--- src/inc/mqe_pkg.sv ---
/*
 Shared constants, state encoding and the quadrature decode function for the
 magnetic quadrature encoder output block.
 Assumes a 10 MHz clock and an interpolator that reports position in quarter steps.
*/
// Functional notes
// - One pole pair is 160 steps, shown as 40 full quadrature cycles.
// - A and B are a quarter cycle apart; A leads forward, B leads reverse.
// - Index appears once per pole pair, once every 40 quadrature cycles.
// - Index is high at the reference step and drops one step away.
// - While index is high at the index position, A and B are both high.
// - Low or missing field shows as index high with A and B low.
// - Step hysteresis between one and two steps stops boundary chatter.
// - Output changes after 0.5 to 1.5 steps of movement; no step skipped.
// - Outputs stay disabled until amplitude valid, interpolator locked and field present; at 500 us they enable showing the warning.
package mqe_pkg;

    // --------------------------------------------------------------
    // Geometry
    // --------------------------------------------------------------
    localparam int unsigned STEPS_PER_PAIR = 160;
    localparam int unsigned QUAD_PER_PAIR  = 40;
    localparam int unsigned STEP_W         = 8;
    localparam int unsigned POS_W          = 10;
    localparam int unsigned DIFF_W         = 11;
    localparam logic [POS_W-1:0] POS_SPAN  = 10'h280;
    localparam logic [STEP_W-1:0] STEP_LAST = 8'h9f;
    localparam logic [STEP_W-1:0] STEP_ZERO = 8'h00;
    localparam logic [STEP_W-1:0] INDEX_STEP = 8'h00;
    localparam logic [1:0]  STEP_CENTER_Q  = 2'h2;
    localparam logic [1:0]  PHASE_OFFSET   = 2'h2;

    // --------------------------------------------------------------
    // Hysteresis in quarter steps from the centre of the held step
    // --------------------------------------------------------------
    localparam logic signed [DIFF_W-1:0] HYST_THR_Q = 11'sh005;
    localparam logic signed [DIFF_W-1:0] HALF_SPAN  = 11'sh140;

    // --------------------------------------------------------------
    // Timing
    // --------------------------------------------------------------
    localparam int unsigned CLK_PERIOD_NS = 100;
    localparam int unsigned PWRUP_US      = 500;
    localparam int unsigned PWRUP_CYC     = (PWRUP_US * 1000) / CLK_PERIOD_NS;
    localparam int unsigned TMR_W         = 13;
    localparam int unsigned SYNC_N        = 3;

    // --------------------------------------------------------------
    // Output state machine
    // --------------------------------------------------------------
    typedef enum logic [2:0] {
        ST_PWRUP = 3'h1,
        ST_RUN   = 3'h2,
        ST_WARN  = 3'h4
    } mqe_state_e;

    // Quadrature levels {a, b} of a step
    function automatic logic [1:0] quad_ab(input logic [STEP_W-1:0] step);
        logic [1:0] p;
        p = step[1:0] + PHASE_OFFSET;
        return {p[1] ^ p[0], p[1]};
    endfunction

endpackage

--- src/inc/mqe_step_if.sv ---
/*
 Carries the held step and its index flag from the tracker to the pin logic, and the track enable back.
 Assumes both ends run on the same clock.
*/
`timescale 1ns/100ps
interface mqe_step_if;
    logic [mqe_pkg::STEP_W-1:0] step;
    logic                       at_index;
    logic                       track;

    modport tracker (output step, output at_index, input track);
    modport user    (input step, input at_index, output track);
endinterface

--- src/logic/mqe_step_tracker.sv ---
/*
 Step tracker: follows the interpolated position with hysteresis, one step per clock.
 Assumes pos arrives on clk with a valid strobe, in quarter steps 0..639.
*/
`timescale 1ns/100ps
module mqe_step_tracker (
    input  wire logic                       clk,
    input  wire logic                       rst,
    input  wire logic [mqe_pkg::POS_W-1:0]  pos,
    input  wire logic                       pos_valid,
    mqe_step_if.tracker                     sif
);

    logic [mqe_pkg::STEP_W-1:0] step_q;
    logic [mqe_pkg::STEP_W-1:0] step_d;
    logic signed [mqe_pkg::DIFF_W-1:0] diff;
    logic [mqe_pkg::POS_W-1:0]  center;

    // ------------------------------------------------------------
    // Next step
    // ------------------------------------------------------------
    always_comb begin
        center = {step_q, mqe_pkg::STEP_CENTER_Q};
        diff   = $signed({1'b0, pos}) - $signed({1'b0, center});
        if (diff >= mqe_pkg::HALF_SPAN) begin
            diff = diff - $signed({1'b0, mqe_pkg::POS_SPAN});
        end else if (diff < -mqe_pkg::HALF_SPAN) begin
            diff = diff + $signed({1'b0, mqe_pkg::POS_SPAN});
        end
        step_d = step_q;
        if (pos_valid && sif.track && pos < mqe_pkg::POS_SPAN) begin
            // Band of 1.25 steps each side gives 1.5 steps of hysteresis
            if (diff > mqe_pkg::HYST_THR_Q) begin
                step_d = (step_q == mqe_pkg::STEP_LAST) ? mqe_pkg::STEP_ZERO
                                                        : step_q + 8'h01;
            end else if (diff < -mqe_pkg::HYST_THR_Q) begin
                step_d = (step_q == mqe_pkg::STEP_ZERO) ? mqe_pkg::STEP_LAST
                                                        : step_q - 8'h01;
            end
        end
    end

    always_ff @(posedge clk) begin
        if (rst) begin
            step_q <= mqe_pkg::STEP_ZERO;
        end else begin
            step_q <= step_d;
        end
    end

    assign sif.step     = step_q;
    assign sif.at_index = (step_q == mqe_pkg::INDEX_STEP);

endmodule

--- src/logic/mqe_encoder_out.sv ---
/*
 Top of the encoder output logic: input synchronisers, power-up gating,
 field warning and the registered A, B and index pins.
 Assumes analog status levels arrive asynchronously and position on clk.
*/
`timescale 1ns/100ps
module mqe_encoder_out #(
    parameter int unsigned PWRUP_CYCLES = mqe_pkg::PWRUP_CYC
) (
    input  wire logic                       clk,
    input  wire logic                       rst,
    input  wire logic [mqe_pkg::POS_W-1:0]  pos,
    input  wire logic                       pos_valid,
    input  wire logic                       amp_valid_raw,
    input  wire logic                       locked_raw,
    input  wire logic                       field_low_raw,
    output logic                            quad_a,
    output logic                            quad_b,
    output logic                            index,
    output logic                            out_oe_n,
    output logic                            outputs_live
);

    // ------------------------------------------------------------
    // Declarations
    // ------------------------------------------------------------
    mqe_step_if sif ();

    logic [mqe_pkg::SYNC_N-1:0] raw_in;
    logic [mqe_pkg::SYNC_N-1:0] sync1_q;
    logic [mqe_pkg::SYNC_N-1:0] sync1_d;
    logic [mqe_pkg::SYNC_N-1:0] sync2_q;
    logic [mqe_pkg::SYNC_N-1:0] sync2_d;

    logic amp_ok;
    logic locked;
    logic field_low;
    logic healthy;

    mqe_pkg::mqe_state_e state_q;
    mqe_pkg::mqe_state_e state_d;

    logic [mqe_pkg::TMR_W-1:0] tmr_q;
    logic [mqe_pkg::TMR_W-1:0] tmr_d;
    logic                      tmr_done;

    logic a_q;
    logic a_d;
    logic b_q;
    logic b_d;
    logic idx_q;
    logic idx_d;
    logic oe_n_q;
    logic oe_n_d;
    logic live_q;
    logic live_d;
    logic [1:0] ab;

    // ------------------------------------------------------------
    // Step tracker
    // ------------------------------------------------------------
    mqe_step_tracker u_tracker (
        .clk       (clk),
        .rst       (rst),
        .pos       (pos),
        .pos_valid (pos_valid),
        .sif       (sif.tracker)
    );

    // Tracker follows position except in ST_WARN (field, amplitude or lock bad)
    assign sif.track = (state_q != mqe_pkg::ST_WARN);

    // ------------------------------------------------------------
    // Input synchronisers
    // ------------------------------------------------------------
    assign raw_in = {field_low_raw, locked_raw, amp_valid_raw};

    // Two flops per status level; only the second one is read
    genvar gi;
    generate
        for (gi = 0; gi < mqe_pkg::SYNC_N; gi++) begin : g_sync
            always_comb begin
                sync1_d[gi] = raw_in[gi];
                sync2_d[gi] = sync1_q[gi];
            end
        end
    endgenerate

    always_ff @(posedge clk) begin
        if (rst) begin
            sync1_q <= 3'h0;
            sync2_q <= 3'h0;
        end else begin
            sync1_q <= sync1_d;
            sync2_q <= sync2_d;
        end
    end

    assign amp_ok    = sync2_q[0];
    assign locked    = sync2_q[1];
    assign field_low = sync2_q[2];
    assign healthy   = amp_ok && locked && !field_low;

    // ------------------------------------------------------------
    // Power-up timer
    // ------------------------------------------------------------
    // Counts in power-up only and stops at its limit
    always_comb begin
        tmr_d    = tmr_q;
        tmr_done = (32'(tmr_q) >= PWRUP_CYCLES - 1);
        if (state_q == mqe_pkg::ST_PWRUP && !tmr_done) begin
            tmr_d = tmr_q + 13'h0001;
        end
    end

    always_ff @(posedge clk) begin
        if (rst) begin
            tmr_q <= 13'h0000;
        end else begin
            tmr_q <= tmr_d;
        end
    end

    // ------------------------------------------------------------
    // State machine
    // ------------------------------------------------------------
    always_comb begin
        state_d = state_q;
        case (state_q)
            mqe_pkg::ST_PWRUP: begin
                // Give up waiting at the power-up limit and report the field
                if (healthy) begin
                    state_d = mqe_pkg::ST_RUN;
                end else if (tmr_done) begin
                    state_d = mqe_pkg::ST_WARN;
                end
            end
            mqe_pkg::ST_RUN: begin
                // Loss of amplitude, lock or field all show as the warning
                if (!healthy) begin
                    state_d = mqe_pkg::ST_WARN;
                end
            end
            mqe_pkg::ST_WARN: begin
                // Tracker frozen here; it walks one step per clock on exit
                if (healthy) begin
                    state_d = mqe_pkg::ST_RUN;
                end
            end
            default: begin
                state_d = mqe_pkg::ST_PWRUP;
            end
        endcase
    end

    always_ff @(posedge clk) begin
        if (rst) begin
            state_q <= mqe_pkg::ST_PWRUP;
        end else begin
            state_q <= state_d;
        end
    end

    // ------------------------------------------------------------
    // Pin drive
    // ------------------------------------------------------------
    // Pins use state_d so they switch on the same edge as the state
    always_comb begin
        ab     = mqe_pkg::quad_ab(sif.step);
        a_d    = 1'b0;
        b_d    = 1'b0;
        idx_d  = 1'b0;
        oe_n_d = 1'b1;
        live_d = 1'b0;
        case (state_d)
            mqe_pkg::ST_PWRUP: begin
                oe_n_d = 1'b1;
            end
            mqe_pkg::ST_RUN: begin
                oe_n_d = 1'b0;
                live_d = 1'b1;
                a_d    = ab[1];
                b_d    = ab[0];
                // Index step decodes to A=B=1
                idx_d  = sif.at_index;
            end
            mqe_pkg::ST_WARN: begin
                oe_n_d = 1'b0;
                live_d = 1'b1;
                idx_d  = 1'b1;
                a_d    = 1'b0;
                b_d    = 1'b0;
            end
            default: begin
                oe_n_d = 1'b1;
            end
        endcase
    end

    always_ff @(posedge clk) begin
        if (rst) begin
            a_q    <= 1'b0;
            b_q    <= 1'b0;
            idx_q  <= 1'b0;
            oe_n_q <= 1'b1;
            live_q <= 1'b0;
        end else begin
            a_q    <= a_d;
            b_q    <= b_d;
            idx_q  <= idx_d;
            oe_n_q <= oe_n_d;
            live_q <= live_d;
        end
    end

    assign quad_a       = a_q;
    assign quad_b       = b_q;
    assign index        = idx_q;
    assign out_oe_n     = oe_n_q;
    assign outputs_live = live_q;

endmodule

--- config.mk ---
export PLATFORM = sky130hd
export DESIGN_NAME = mqe_encoder_out
export DESIGN_NICKNAME = d
export VERILOG_FILES = /design/src/inc/mqe_pkg.sv /design/src/inc/mqe_step_if.sv /design/src/logic/mqe_step_tracker.sv /design/src/logic/mqe_encoder_out.sv
export SDC_FILE = /design/constraint.sdc
export NUM_CORES = 1
export LEC_CHECK = 0
export BUFFER_PORTS_ARGS = -buffer_cell sky130_fd_sc_hd__buf_2
export CAP_MARGIN = 10
export CORE_ASPECT_RATIO = 0.5
export CORE_MARGIN = 10
export CORE_UTILIZATION = 46
export CTS_CLUSTER_DIAMETER = 60
export DETAILED_ROUTE_END_ITERATION = 8
export PLACE_DENSITY = 0.7
export REMOVE_ABC_BUFFERS = 1
export SLEW_MARGIN = 15
export SYNTH_ARGS = -nofsm -noshare
export SYNTH_HDL_FRONTEND = slang
export SYNTH_SLANG_ARGS = --single-unit
export TNS_END_PERCENT = 20
--- constraint.sdc ---
create_clock -name clk -period 3.4 [get_ports clk]
set_input_delay 0.17 -clock clk [delete_from_list [all_inputs] [get_ports clk]]
set_output_delay 0.17 -clock clk [all_outputs]
set_load 0.01 [all_outputs]
== After elaboration in Yosys (flattened, before gate mapping) ==
Index checks and enable logic that the tools add are counted.

* Eq/ne operators: 7
* Add/sub/neg operators: 7
* Muxes and demuxes: 14
* Bitwise operators: 2
* Magnitude comparators: 6
* Reductions and logical operators: 12

{| class="wikitable"
|+ Operator list
! operator !! count
|-
| $mux W8 || 4
|-
| $mux W11 || 2
|-
| $add A13 B1 Y13 const B || 1
|-
| $ge A13 B13 Y1 const B || 1
|-
| $mux W3 || 4
|-
| $add A11 B11 Y11 const B || 1
|-
| $ge A11 B10 Y1 const B || 1
|-
| $gt A11 B4 Y1 const B || 1
|-
| $lt A11 B10 Y1 const B || 1
|-
| $lt A11 B4 Y1 const B || 1
|-
| $sub A10 B10 Y11 || 1
|-
| $sub A11 B11 Y11 const B || 1
|-
| $lt A10 B10 Y1 const B || 1
|-
| $pmux W3 S3 || 1
|-
| $add A8 B1 Y8 const B || 1
|-
| $eq A8 B8 Y1 const B || 1
|-
| $logic_not A8 Y1 || 1
|-
| $sub A8 B1 Y8 const B || 1
|-
| $eq A3 B2 Y1 const B || 2
|-
| $eq A3 B3 Y1 const B || 2
|-
| $logic_and A1 B1 Y1 || 5
|-
| $reduce_or A2 Y1 || 2
|-
| $eq A3 B1 Y1 const B || 1
|-
| $ne A3 B3 Y1 const B || 1
|-
| other kinds (8) || 10
|}

* Register bits: 35
* Logic and storage cells: 58
* Output and inout port bits: 5
* Input bits: 16

== Depth between registers and ports, before layout ==
Gate-level depths: netlist (run 1).

* Depth in word-level cells: 7
* Mapped depth: 14
* Mapped depth without buffers: 12

== Hierarchy ==
Synthesis (run 1) repeated with hierarchy kept, for this count alone.

* Cells, all modules: 337
* Area total of the unflattened synthesis: 2802.7 um^2

{| class="wikitable"
|+ Modules (own cells, without submodules)
! module !! cells each !! instances !! area each (um^2) !! seq. area each (um^2)
|-
| mqe_step_tracker || 195 || 1 || 1503.9 || 160.2
|-
| mqe_encoder_out || 142 || 1 || 1298.7 || 540.5
|}

== Least setup slack after synthesis (run 1) ==
OpenSTA, ideal clock, no wires.

* Path type: register to register
* From: register u_tracker.step_q, in the netlist u_tracker.sif.step[3]
* To: register u_tracker.step_q, in the netlist u_tracker.sif.step[2]
* Clock period less this slack: 3332 ps
* Required time: 3279 ps
* Arrival time: 3212 ps
* Setup slack: 68 ps
* Cell stages (with the launch flop): 14
* Path buffers: 2
* Library setup time: 121 ps
* Cells stage by stage: dfxtp_1 clkbuf_1 inv_1 ha_1 buf_4 a211oi_2 o22ai_1 a221o_1 or3_1 o311ai_2 o41a_1 o21ai_0 a21boi_1 mux2_2

* Cells in the longest elaborated chain, start to end: 7
* Elaborated cells between the ends (all ways): 17
* Those cells by class: 3 x add/sub; 4 x order compare; 1 x eq/ne; 6 x mux; 3 x reduce/logical

{| class="wikitable"
|+ Ends and longest elaborated chain
! element !! line !! source
|-
| from (decl) || mqe_step_tracker.sv:14 || <nowiki>logic [mqe_pkg::STEP_W-1:0] step_q;</nowiki>
|-
| from (signal assigned) || mqe_step_tracker.sv:45 || <nowiki>step_q <= mqe_pkg::STEP_ZERO;</nowiki>
|-
| from (signal assigned) || mqe_step_tracker.sv:47 || <nowiki>step_q <= step_d;</nowiki>
|-
| $sub A10 B10 Y11 || mqe_step_tracker.sv:24 || <nowiki>diff = $signed({1'b0, pos}) - $signed({1'b0, center});</nowiki>
|-
| $add A11 B11 Y11 / $lt A11 B10 Y1 (equally long branches) || mqe_step_tracker.sv:28, mqe_step_tracker.sv:27 ||
|-
| $mux W11 || mqe_step_tracker.sv:27 || <nowiki>end else if (diff < -mqe_pkg::HALF_SPAN) begin</nowiki>
|-
| $mux W11 || mqe_step_tracker.sv:25 || <nowiki>if (diff >= mqe_pkg::HALF_SPAN) begin</nowiki>
|-
| $lt A11 B4 Y1 / $gt A11 B4 Y1 (equally long branches) || mqe_step_tracker.sv:36, mqe_step_tracker.sv:33 ||
|-
| $reduce_bool A2 Y1 (no line) || -- ||
|-
| $reduce_and A2 Y1 (no line) || -- ||
|}

Several ways; a longest one is shown, not always the timed one. The select of a mux whose other input is x is not followed.
A chain may end at the register's enable or synchronous reset.

== Worst setup path after layout (run 1) ==
* From: register u_tracker.step_q, in the netlist u_tracker.sif.step[0]
* To: register u_tracker.step_q, in the netlist u_tracker.sif.step[7]

Same word-level chain as after synthesis.

==> run metrics, run 1 <==
FF-to-FF Start u_tracker.sif.step[0]; Initial Util 49.1%; max capacitance violation total 0; setup violators final 0; ANT nets after route 0; largest net degree at the start of global routing 32; WS Path Type reg -> reg; status completed; yosys warns 0; Cell Pwr Density 923 nW/um^2; Post-Syn Area 2500 um^2; routed vias 2529; WL final 6310 um; IO Pins 21; launch point of the worst path u_tracker.sif.step[0]; post-synthesis sequential area ratio 28.0%; Pre-antenna DRT Iters 5; synthesis-stage register bit count 35; die width 124 um; dpl ws 58.1 ps; routed len/inst 15.0 um; Min Hold Slack 91.7 ps; fin crit share 94.6%; ys flop type dfxtp_1; gpl congestion 0.881; Clock Root Buffer clkbuf_8; cts hold-fix bufs 0; core area 5090 um^2; final routed DRC violation total 0; Worst Min Path Start amp_valid_raw; final setup margin 185 ps; Slew headroom 62.7%; placed cell count 412; port bufs 20; Pleak 1.27 nW; final hold violations 0; GR Overflow Total 0; Worst Setup End Kind flip-flop; fraction of registers with async set/reset 0%; Syn Inst Count 306; Detailed Place HPWL 4700 um; clock-pin slew on the worst setup and hold paths 70 ps; peak supply drop 0.412 mV; reg2reg setup slack 180 ps; Mean Syn Cell Area 8.17 um^2; total clock sinks 35; Tightest Pin Transition 559 ps; fill count 452; maximum clock rate 0.311 GHz; DIE AREA 8970 um^2; TritonCTS Buffers 5; share of post-route cells with drive strength above 1 27.3%; crit path max fanout 8; initial antenna violation count 0; number of synthesized flops with an enable pin 0; die height 72.1 um; DRT iter0 DRCs 294; CTS tree done; Hold Crit Class in -> reg; routed vias/inst 5.99; min cycle time layout 3220 ps; synth unique cells 65; commonest non-fill, non-tap cell in the layout dfxtp_1; crit path DAT 3410 ps; Non-Filler Instances 422; post-layout util 60.6%; Worst setup SP type flip-flop; clk buf depth 2; most frequent cells in the layout 31 x dfxtp_1, 30 x nor2_1, 27 x buf_4, 23 x nand2_1, 20 x buf_2; Global Route Usage Sum 13.3%; vias in the first global route 2413; Ant. Diodes 0; first-pass GRT wire length 10400 um; latest clock arrival within the worst-skew pair 290 ps; H-tree depth 2; worst path required time 3590 ps; Rows 18; Max Slew Vio Count 0; skew final 5.95 ps; Total Nets Final 382; Area Growth Syn to Fin 23.4%
[state kept, by name, indices dropped and copies added (netlist names)]
| name | count |
|---|---|
| sync2_q | 3 |
| sync1_q | 3 |
| u_tracker.sif.step | 8 |
| tmr_q | 13 |
| index | 1 |
| state_q | 3 |
| out_oe_n | 1 |
| quad_a | 1 |
| quad_b | 1 |
| outputs_live | 1 |
[power breakdown]
group          leakage [nW]  internal, W  total, W  switching (W)
logic                 0.930     0.000905   0.00202        0.00111
clock network        0.0515     0.000185  0.000322       0.000138
registers             0.287     0.000465  0.000505      0.0000398
[critical path, cell delays in order (launching register included)]
cell      delay, ps
dfxtp_2         380
inv_2            80
ha_4            240
a211o_1         350
o21ai_0         120
xnor2_1         160
nor4_4          390
nor3_2          100
o41ai_4         570
nand2_2         160
a311o_1         350
a311oi_1        220
[worst paths after layout]
check | depth (start not counted) | end
worst max-delay path | 11 | u_tracker.sif.step[7]
worst min-delay path | 2 | sync1_q[0]
worst max register to register | 11 | u_tracker.sif.step[7]
worst min register to register | 1 | sync2_q[0]
[routing by layer]
layer	track usage [%]	wire length, um	up-vias
li1	-	-	1214
met1	14.5	2720	1203
met2	24.9	3150	93
met3	3.41	305	19
met4	4.88	133	0
met5	0	0	-
[cells by family (layout without fill, tap and decap cells)]
kind of cell / Yosys count / after routing / share of synthesized area (%)
XOR/XNOR: 15 / 15 / 5.25
AO/OA/AOI/OAI: 85 / 85 / 26.1
multiplexers: 4 / 4 / 1.75
buffers and inverters: 29 / 75 / 4.75
AND/OR/NAND/NOR: 123 / 123 / 26.3
flip-flops: 35 / 35 / 28.0
adder cells (fa/ha/maj): 15 / 15 / 7.80
[synthesized netlist by cell type (3+ instances only)]
| cell | number | area (um^2) |
|---|---|---|
| a211oi_1 | 4 | 30.0 |
| a211oi_2 | 3 | 37.5 |
| a21o_1 | 3 | 22.5 |
| a21oi_1 | 18 | 90.1 |
| and2_1 | 4 | 25.0 |
| and3_1 | 4 | 25.0 |
| clkbuf_1 | 5 | 18.8 |
| dfxtp_1 | 35 | 701 |
| ha_1 | 14 | 175 |
| inv_1 | 18 | 67.6 |
| nand2_1 | 23 | 86.3 |
| nand3_1 | 11 | 55.1 |
| nand3b_1 | 3 | 22.5 |
| nand4_1 | 6 | 37.5 |
| nor2_1 | 30 | 113 |
| nor2b_1 | 10 | 62.6 |
| nor3_1 | 12 | 60.1 |
| o211ai_1 | 5 | 37.5 |
| o21ai_0 | 14 | 70.1 |
| o21ai_1 | 3 | 15.0 |
| o22a_1 | 3 | 26.3 |
| or3_1 | 4 | 25.0 |
| or4_1 | 3 | 22.5 |
| xnor2_1 | 5 | 43.8 |
| xor2_1 | 10 | 87.6 |
[what timing repair did]
item	4_1_cts	5_1_grt
hold endpoints to repair	0	0
endpoints found under the setup margin	0	7
resized for setup	0	30
setup buffers	0	2
[per-stage QoR]
step | setup TNS [ps] | total power, W | area, um^2
after floorplan | 0 | 0.00176 | 2460
after global placement | 0 | 0.00226 | 2830
after detailed placement | 0 | 0.00229 | 2830
after CTS | 0 | 0.00263 | 2930
after global routing | -19.5 | 0.00305 | 3090
final | 0 | 0.00285 | 3090
[layout make-up]
cell class | instances | area [um^2] | area share [%]
multi-input combinational | 242 | 1810 | 58.8
sequential | 35 | 706 | 22.9
timing repair buffer | 47 | 303 | 9.81
clock buffer | 8 | 100 | 3.24
tap | 70 | 87.6 | 2.84
inverter | 20 | 75.1 | 2.43
Power figures use the tool's default switching activity.
==> inputs of run 2 (changes only) <==
- BUFFER_PORTS_ARGS: -buffer_cell sky130_fd_sc_hd__buf_2 -> -buffer_cell sky130_fd_sc_hd__buf_4
==> run metrics, run 2 (synthesized netlist as in run 1, its figures left out) <==
crit path DAT 3390 ps (was 3410 ps); crit-path cells inv_1, ha_4, buf_4, or3b_2, o211ai_1, a211oi_4, nor3_1, a2bb2oi_1, a221oi_1, a21o_1, buf_4, o21ai_1, mux2_2 (was inv_2, ha_4, a211o_1, o21ai_0, xnor2_1, nor4_4, nor3_2, o41ai_4, nand2_2, a311o_1, a311oi_1); core area 5090 um^2 (unchanged); register bank with the most flops tmr_q (unchanged); total clock sinks 35 (unchanged); Rows 18 (unchanged); placed cell area 2870 um^2 (was 2830 um^2); share of post-route cells with drive strength above 1 28.1% (was 27.3%); latest clock arrival within the worst-skew pair 290 ps (about the same); post-route cell area 3160 um^2 (was 3090 um^2); Slowest cell on crit path or3b_2 (was o41ai_4); routed vias 2400 (was 2529); first-pass GRT wire length 10600 um (was 10400 um); worst path required time 3580 ps (was 3590 ps); die width 124 um (unchanged); Pre-antenna DRT Iters 4 (was 5); Most Used Layer, Global Route met2 (unchanged); gpl congestion 0.853 (was 0.881); Cell Pwr Density 911 nW/um^2 (was 923 nW/um^2); Int Power 0.00157 W (was 0.00155 W); Worst setup SP type flip-flop (unchanged); clk buf depth 2 (unchanged); Initial Util 49.1% (unchanged); skew final 6.58 ps (was 5.95 ps); Clk pwr share 10.4% (was 11.3%); largest net degree at the start of global routing 32 (unchanged); grt met1 use 15.7% (was 14.5%); commonest non-fill, non-tap cell in the layout buf_4 (was dfxtp_1); Detailed Place HPWL 4700 um (about the same); Ant. Diodes 0 (unchanged); Min Hold Slack 100 ps (was 91.7 ps); Pleak 1.29 nW (was 1.27 nW); setup violators final 0 (unchanged); Worst Setup End Kind flip-flop (unchanged); met2 usage 24.4% (was 24.9%); critical path depth 13 (was 11); final routed DRC violation total 0 (unchanged); Global Route Usage Sum 13.7% (was 13.3%); Reg2Reg Depth 13 (was 11); met3 Use GR 2.39% (was 3.41%); port bufs 20 (unchanged); hold path cells 2 (unchanged); hold endpoint sync1_q[0] (unchanged); dpl ws 22.8 ps (was 58.1 ps); WS Path Type reg -> reg (unchanged); cts hold-fix bufs 0 (unchanged); Hold Crit Class in -> reg (unchanged); Max Slew Vio Count 0 (unchanged); Worst Min Path Start amp_valid_raw (unchanged); ANT nets after route 0 (unchanged); max reg flops 13 (unchanged); fill count 466 (was 452); max capacitance violation total 0 (unchanged); Total Nets Final 383 (was 382); final hold violations 0 (unchanged); H-tree depth 2 (unchanged); final setup margin 184 ps (was 185 ps); status completed (unchanged); min cycle time layout 3220 ps (about the same); Area Growth Syn to Fin 26.2% (was 23.4%); worst r2r dst u_tracker.sif.step[4] (was u_tracker.sif.step[7]); NetSw 0.00131 W (was 0.00129 W); fin crit share 94.6% (about the same); DIE AREA 8970 um^2 (unchanged); Slew headroom 61.5% (was 62.7%); peak supply drop 0.472 mV (was 0.412 mV); Clock Root Buffer clkbuf_8 (unchanged); most frequent cells in the layout 48 x buf_4, 31 x dfxtp_1, 30 x nor2_1, 23 x nand2_1, 18 x a21oi_1 (was 31 x dfxtp_1, 30 x nor2_1, 27 x buf_4, 23 x nand2_1, 20 x buf_2); routed len/inst 14.9 um (was 15.0 um); WL final 6280 um (was 6310 um); Worst Path Buf+Inv 3 (was 1); GR Overflow Total 0 (unchanged); Tightest Pin Transition 573 ps (was 559 ps); clock-pin slew on the worst setup and hold paths 70 ps (about the same); Seq pwr share 17.6% (was 17.7%); combinational power share 72.1% (was 70.9%); DRT iter0 DRCs 164 (was 294); maximum clock rate 0.311 GHz (about the same); routed vias/inst 5.69 (was 5.99); placed cell count 410 (was 412); CTS tree done (unchanged); vias in the first global route 2342 (was 2413); TritonCTS Buffers 5 (unchanged); slowest stage delay, CP 460 ps (was 570 ps); Non-Filler Instances 422 (unchanged); die height 72.1 um (unchanged); IO Pins 21 (unchanged); initial antenna violation count 0 (unchanged); FF-to-FF Start u_tracker.sif.step[4] (was u_tracker.sif.step[0]); crit path max fanout 13 (was 8); reg2reg setup slack 180 ps (about the same); Switching Fraction 45.5% (was 45.4%); Most common cell on crit path buf_4; Crit path max-delay family compound AO/OA/AOI/OAI gates (unchanged)
run 2: through the flow:
step                      TNS, ps  total power [W]  util (%)
after global placement          0          0.00226      56.3
after floorplan                 0          0.00176         -
after CTS                       0          0.00261      58.1
final                           0          0.00287      62.0
after detailed placement        0          0.00230      56.3
after global routing        -15.3          0.00311      62.0
run 2: final cells by class:
cell class                      instances  area, um^2  share of cell area, %
Clock inverter                          1        5.00                  0.159
Sequential cell                        35         706                   22.4
Inverter                               20        75.1                   2.38
Timing Repair Buffer                   48         360                   11.4
Clock buffer                            6        82.6                   2.62
Tap cell                               70        87.6                   2.77
Multi-Input combinational cell        242        1840                   58.3
run 2: worst register-to-register path, stage by stage, from the launching register on:
cell and delay, ps:
dfxtp_2 320, inv_1 130, ha_4 240, buf_4 140, or3b_2 460, o211ai_1 190
a211oi_4 110, nor3_1 360, a2bb2oi_1 220, a221oi_1 100, a21o_1 210, buf_4 190
o21ai_1 110, mux2_2 340
run 2: repair_timing:
item,in CTS,in global routing
gates resized for setup,0,34
buffers inserted,0,5
endpoints found under the setup margin,0,7
run 2: power by group through the flow:
| stage | sequential (W) | clock (W) | combinational (W) |
|---|---|---|---|
| after floorplan | 0.000526 | 0 | 0.00123 |
| after global placement | 0.000502 | 0 | 0.00175 |
| after detailed placement | 0.000505 | 0 | 0.00180 |
| after CTS | 0.000496 | 0.000309 | 0.00180 |
| after global routing | 0.000512 | 0.000332 | 0.00227 |
| final | 0.000505 | 0.000298 | 0.00207 |
run 2: how the worst max path moves through the flow:
stage,start,endpoint,slack [ps]
CTS,u_tracker.sif.step[0],u_tracker.sif.step[1],60
global route,u_tracker.sif.step[2],u_tracker.sif.step[7],-20
detailed placement,pos[1],u_tracker.sif.step[7],20
finish,u_tracker.sif.step[4],u_tracker.sif.step[4],180
floorplan,u_tracker.sif.step[3],u_tracker.sif.step[2],120
global placement,u_tracker.sif.step[0],u_tracker.sif.step[1],160
run 2: layer usage:
metal	wire length, um	share of wire, %
met2	3170	50
met4	121	1.9
met3	228	3.6
met5	0	0
met1	2760	44
==> inputs of run 3 (changes only) <==
- CAP_MARGIN: 10 -> unset
- CELL_PAD_IN_SITES_DETAIL_PLACEMENT: unset -> 2
- CELL_PAD_IN_SITES_GLOBAL_PLACEMENT: unset -> 2
- CORE_UTILIZATION: 46 -> 33
- PLACE_DENSITY: 0.7 -> 0.81
==> run metrics, run 3 (synthesized netlist as in run 1, its figures left out) <==
DRT iter0 DRCs 125 (was 164); TritonCTS Buffers 5 (unchanged); total clock sinks 35 (unchanged); status complete, but fails checks (was completed); setup violators final 2 (was 0); Rows 22 (was 18); clk buf depth 2 (unchanged); Hold Crit Class in -> reg (unchanged); final routed DRC violation total 0 (unchanged); Worst Setup End Kind flip-flop (unchanged); Cell Pwr Density 1040 nW/um^2 (was 911 nW/um^2); max reg flops 13 (unchanged); crit path DAT 3670 ps (was 3390 ps); Non-Filler Instances 453 (was 422); largest net degree at the start of global routing 32 (unchanged); fin crit share 103% (was 94.6%); launch point of the worst path u_tracker.sif.step[0] (was u_tracker.sif.step[4]); Global Route Usage Sum 15.2% (was 13.7%); IO Pins 21 (unchanged); gpl congestion 0.851 (was 0.853); initial antenna violation count 0 (unchanged); H-tree depth 2 (unchanged); Pre-antenna DRT Iters 4 (unchanged); most frequent cells in the layout 51 x buf_4, 34 x dfxtp_1, 30 x nor2_1, 21 x nand2_1, 17 x inv_1 (was 48 x buf_4, 31 x dfxtp_1, 30 x nor2_1, 23 x nand2_1, 18 x a21oi_1); overall power 0.00349 W (was 0.00287 W); peak supply drop 0.275 mV (was 0.472 mV); Max Slew Vio Count 0 (unchanged); final setup margin -102 ps (was 184 ps); min cycle time layout 3500 ps (was 3220 ps); die height 81.6 um (was 72.1 um); worst setup path endpoint u_tracker.sif.step[2] (was u_tracker.sif.step[4]); Clock Root Buffer clkbuf_16 (was clkbuf_8); vias in the first global route 2821 (was 2342); CTS tree done (unchanged); placed cell count 437 (was 410); failing checks setup timing; GR Overflow Total 0 (unchanged); clock-pin slew on the worst setup and hold paths 60 ps (was 70 ps); core area 7350 um^2 (was 5090 um^2); WL final 10700 um (was 6280 um); FF-to-FF Start u_tracker.sif.step[0] (was u_tracker.sif.step[4]); RSZ-0062 raised after global routing true; reg2reg setup slack -100 ps (was 180 ps); Initial Util 34.0% (was 49.1%); routed vias 2628 (was 2400); final hold violations 0 (unchanged); die width 143 um (was 124 um); Ant. Diodes 0 (unchanged); routed vias/inst 5.80 (was 5.69); WS Path Type reg -> reg (unchanged); register bank with the most flops tmr_q (unchanged); maximum clock rate 0.286 GHz (was 0.311 GHz); Detailed Place HPWL 6510 um (was 4700 um); Reg2Reg Depth 12 (was 13); Setup TNS Final -112 ps (was 0 ps); Pleak 1.34 nW (was 1.29 nW); routed len/inst 23.6 um (was 14.9 um); Worst setup SP type flip-flop (unchanged); commonest non-fill, non-tap cell in the layout buf_4 (unchanged); port bufs 20 (unchanged); latest clock arrival within the worst-skew pair 290 ps (about the same); Slew headroom 60.0% (was 61.5%); Tightest Pin Transition 595 ps (was 573 ps); worst path required time 3570 ps (was 3580 ps); Area Growth Syn to Fin 34.3% (was 26.2%); worst r2r dst u_tracker.sif.step[2] (was u_tracker.sif.step[4]); ANT nets after route 0 (unchanged); Total Nets Final 387 (was 383); skew final 3.05 ps (was 6.58 ps); first-pass GRT wire length 14400 um (was 10600 um); area occupied by multi-input gates 1900 um^2 (was 1840 um^2); crit path max fanout 6 (was 13); Reg area 702 um^2 (was 706 um^2); fill count 779 (was 466); max capacitance violation total 0 (unchanged); DIE AREA 11700 um^2 (was 8970 um^2); cts hold-fix bufs 0 (unchanged); share of post-route cells with drive strength above 1 29.7% (was 28.1%)
==> run 3: cell count changes in the layout (fill, tap and decap cells not counted), sizes merged <==
| cell | delta |
|---|---|
| clkbuf | -1 |
| bufinv | +1 |
| buf | +4 |
| inv | +1 |
==> run 3: worst min path at each step <==
| stage | start | endpoint | depth (start not counted) |
|---|---|---|---|
| finish | locked_raw | sync1_q[1] | 2 |
| global route | locked_raw | sync1_q[1] | 2 |
| CTS | locked_raw | sync1_q[1] | 2 |
| detailed placement | locked_raw | sync1_q[1] | 2 |
| global placement | field_low_raw | sync1_q[2] | 2 |
| floorplan | rst | u_tracker.sif.step[1] | 1 |
==> run 3: area by class of cell <==
cell class | count | area share, %
Clock buffer | 5 | 3.72
Clock inverter | 3 | 1.42
Inverter | 20 | 2.23
Multi-Input combinational cell | 242 | 56.4
Sequential cell | 35 | 20.9
Tap cell | 96 | 3.58
Timing Repair Buffer | 52 | 11.7
==> run 3: through the flow <==
stage / setup WS, ps / utilization [%] / area (um^2) / hold slack (ps)
after floorplan: 116 / - / 2460 / 235
after global placement: 125 / 39.6 / 2910 / 380
after detailed placement: -65.5 / 39.6 / 2910 / 390
after CTS: 17.2 / 42.3 / 3110 / 91.4
after global routing: -222 / 45.7 / 3360 / 91.7
final: -102 / 45.7 / 3360 / 91.6
==> run 3: timing repair <==
action / in CTS / in global routing
gates cloned: 0 / 0
pin swaps: 0 / 7
gates resized for setup: 4 / 34
endpoints found under the setup margin: 5 / 8
buffers inserted: 0 / 8
==> run 3: worst max-delay path, stage by stage, from the launching register on <==
cell      delay [ps]
dfxtp_2          350
inv_1            200
ha_4             260
a211o_4          360
buf_4            140
a211o_1          300
o211a_1          190
nor3_1           280
a31o_2           190
and2_0           310
o21ai_0          210
a21boi_2         220
mux2_2           370
==> run 3: power by group <==
| part | switching (W) | internal (W) | leakage [nW] |
|---|---|---|---|
| combinational | 0.00143 | 0.00101 | 0.968 |
| sequential | 0.0000438 | 0.000462 | 0.285 |
| clock | 0.000192 | 0.000350 | 0.0844 |
| total | 0.00167 | 0.00182 | 1.34 |
==> run 3: routing by layer <==
metal  up-vias  GRT usage, %  routed length, um
met2        49          29.6               5490
met5         -             0                  0
met4         0          5.32                353
met3        29          2.65                262
met1      1332          16.4               4560
li1       1218             -                  -
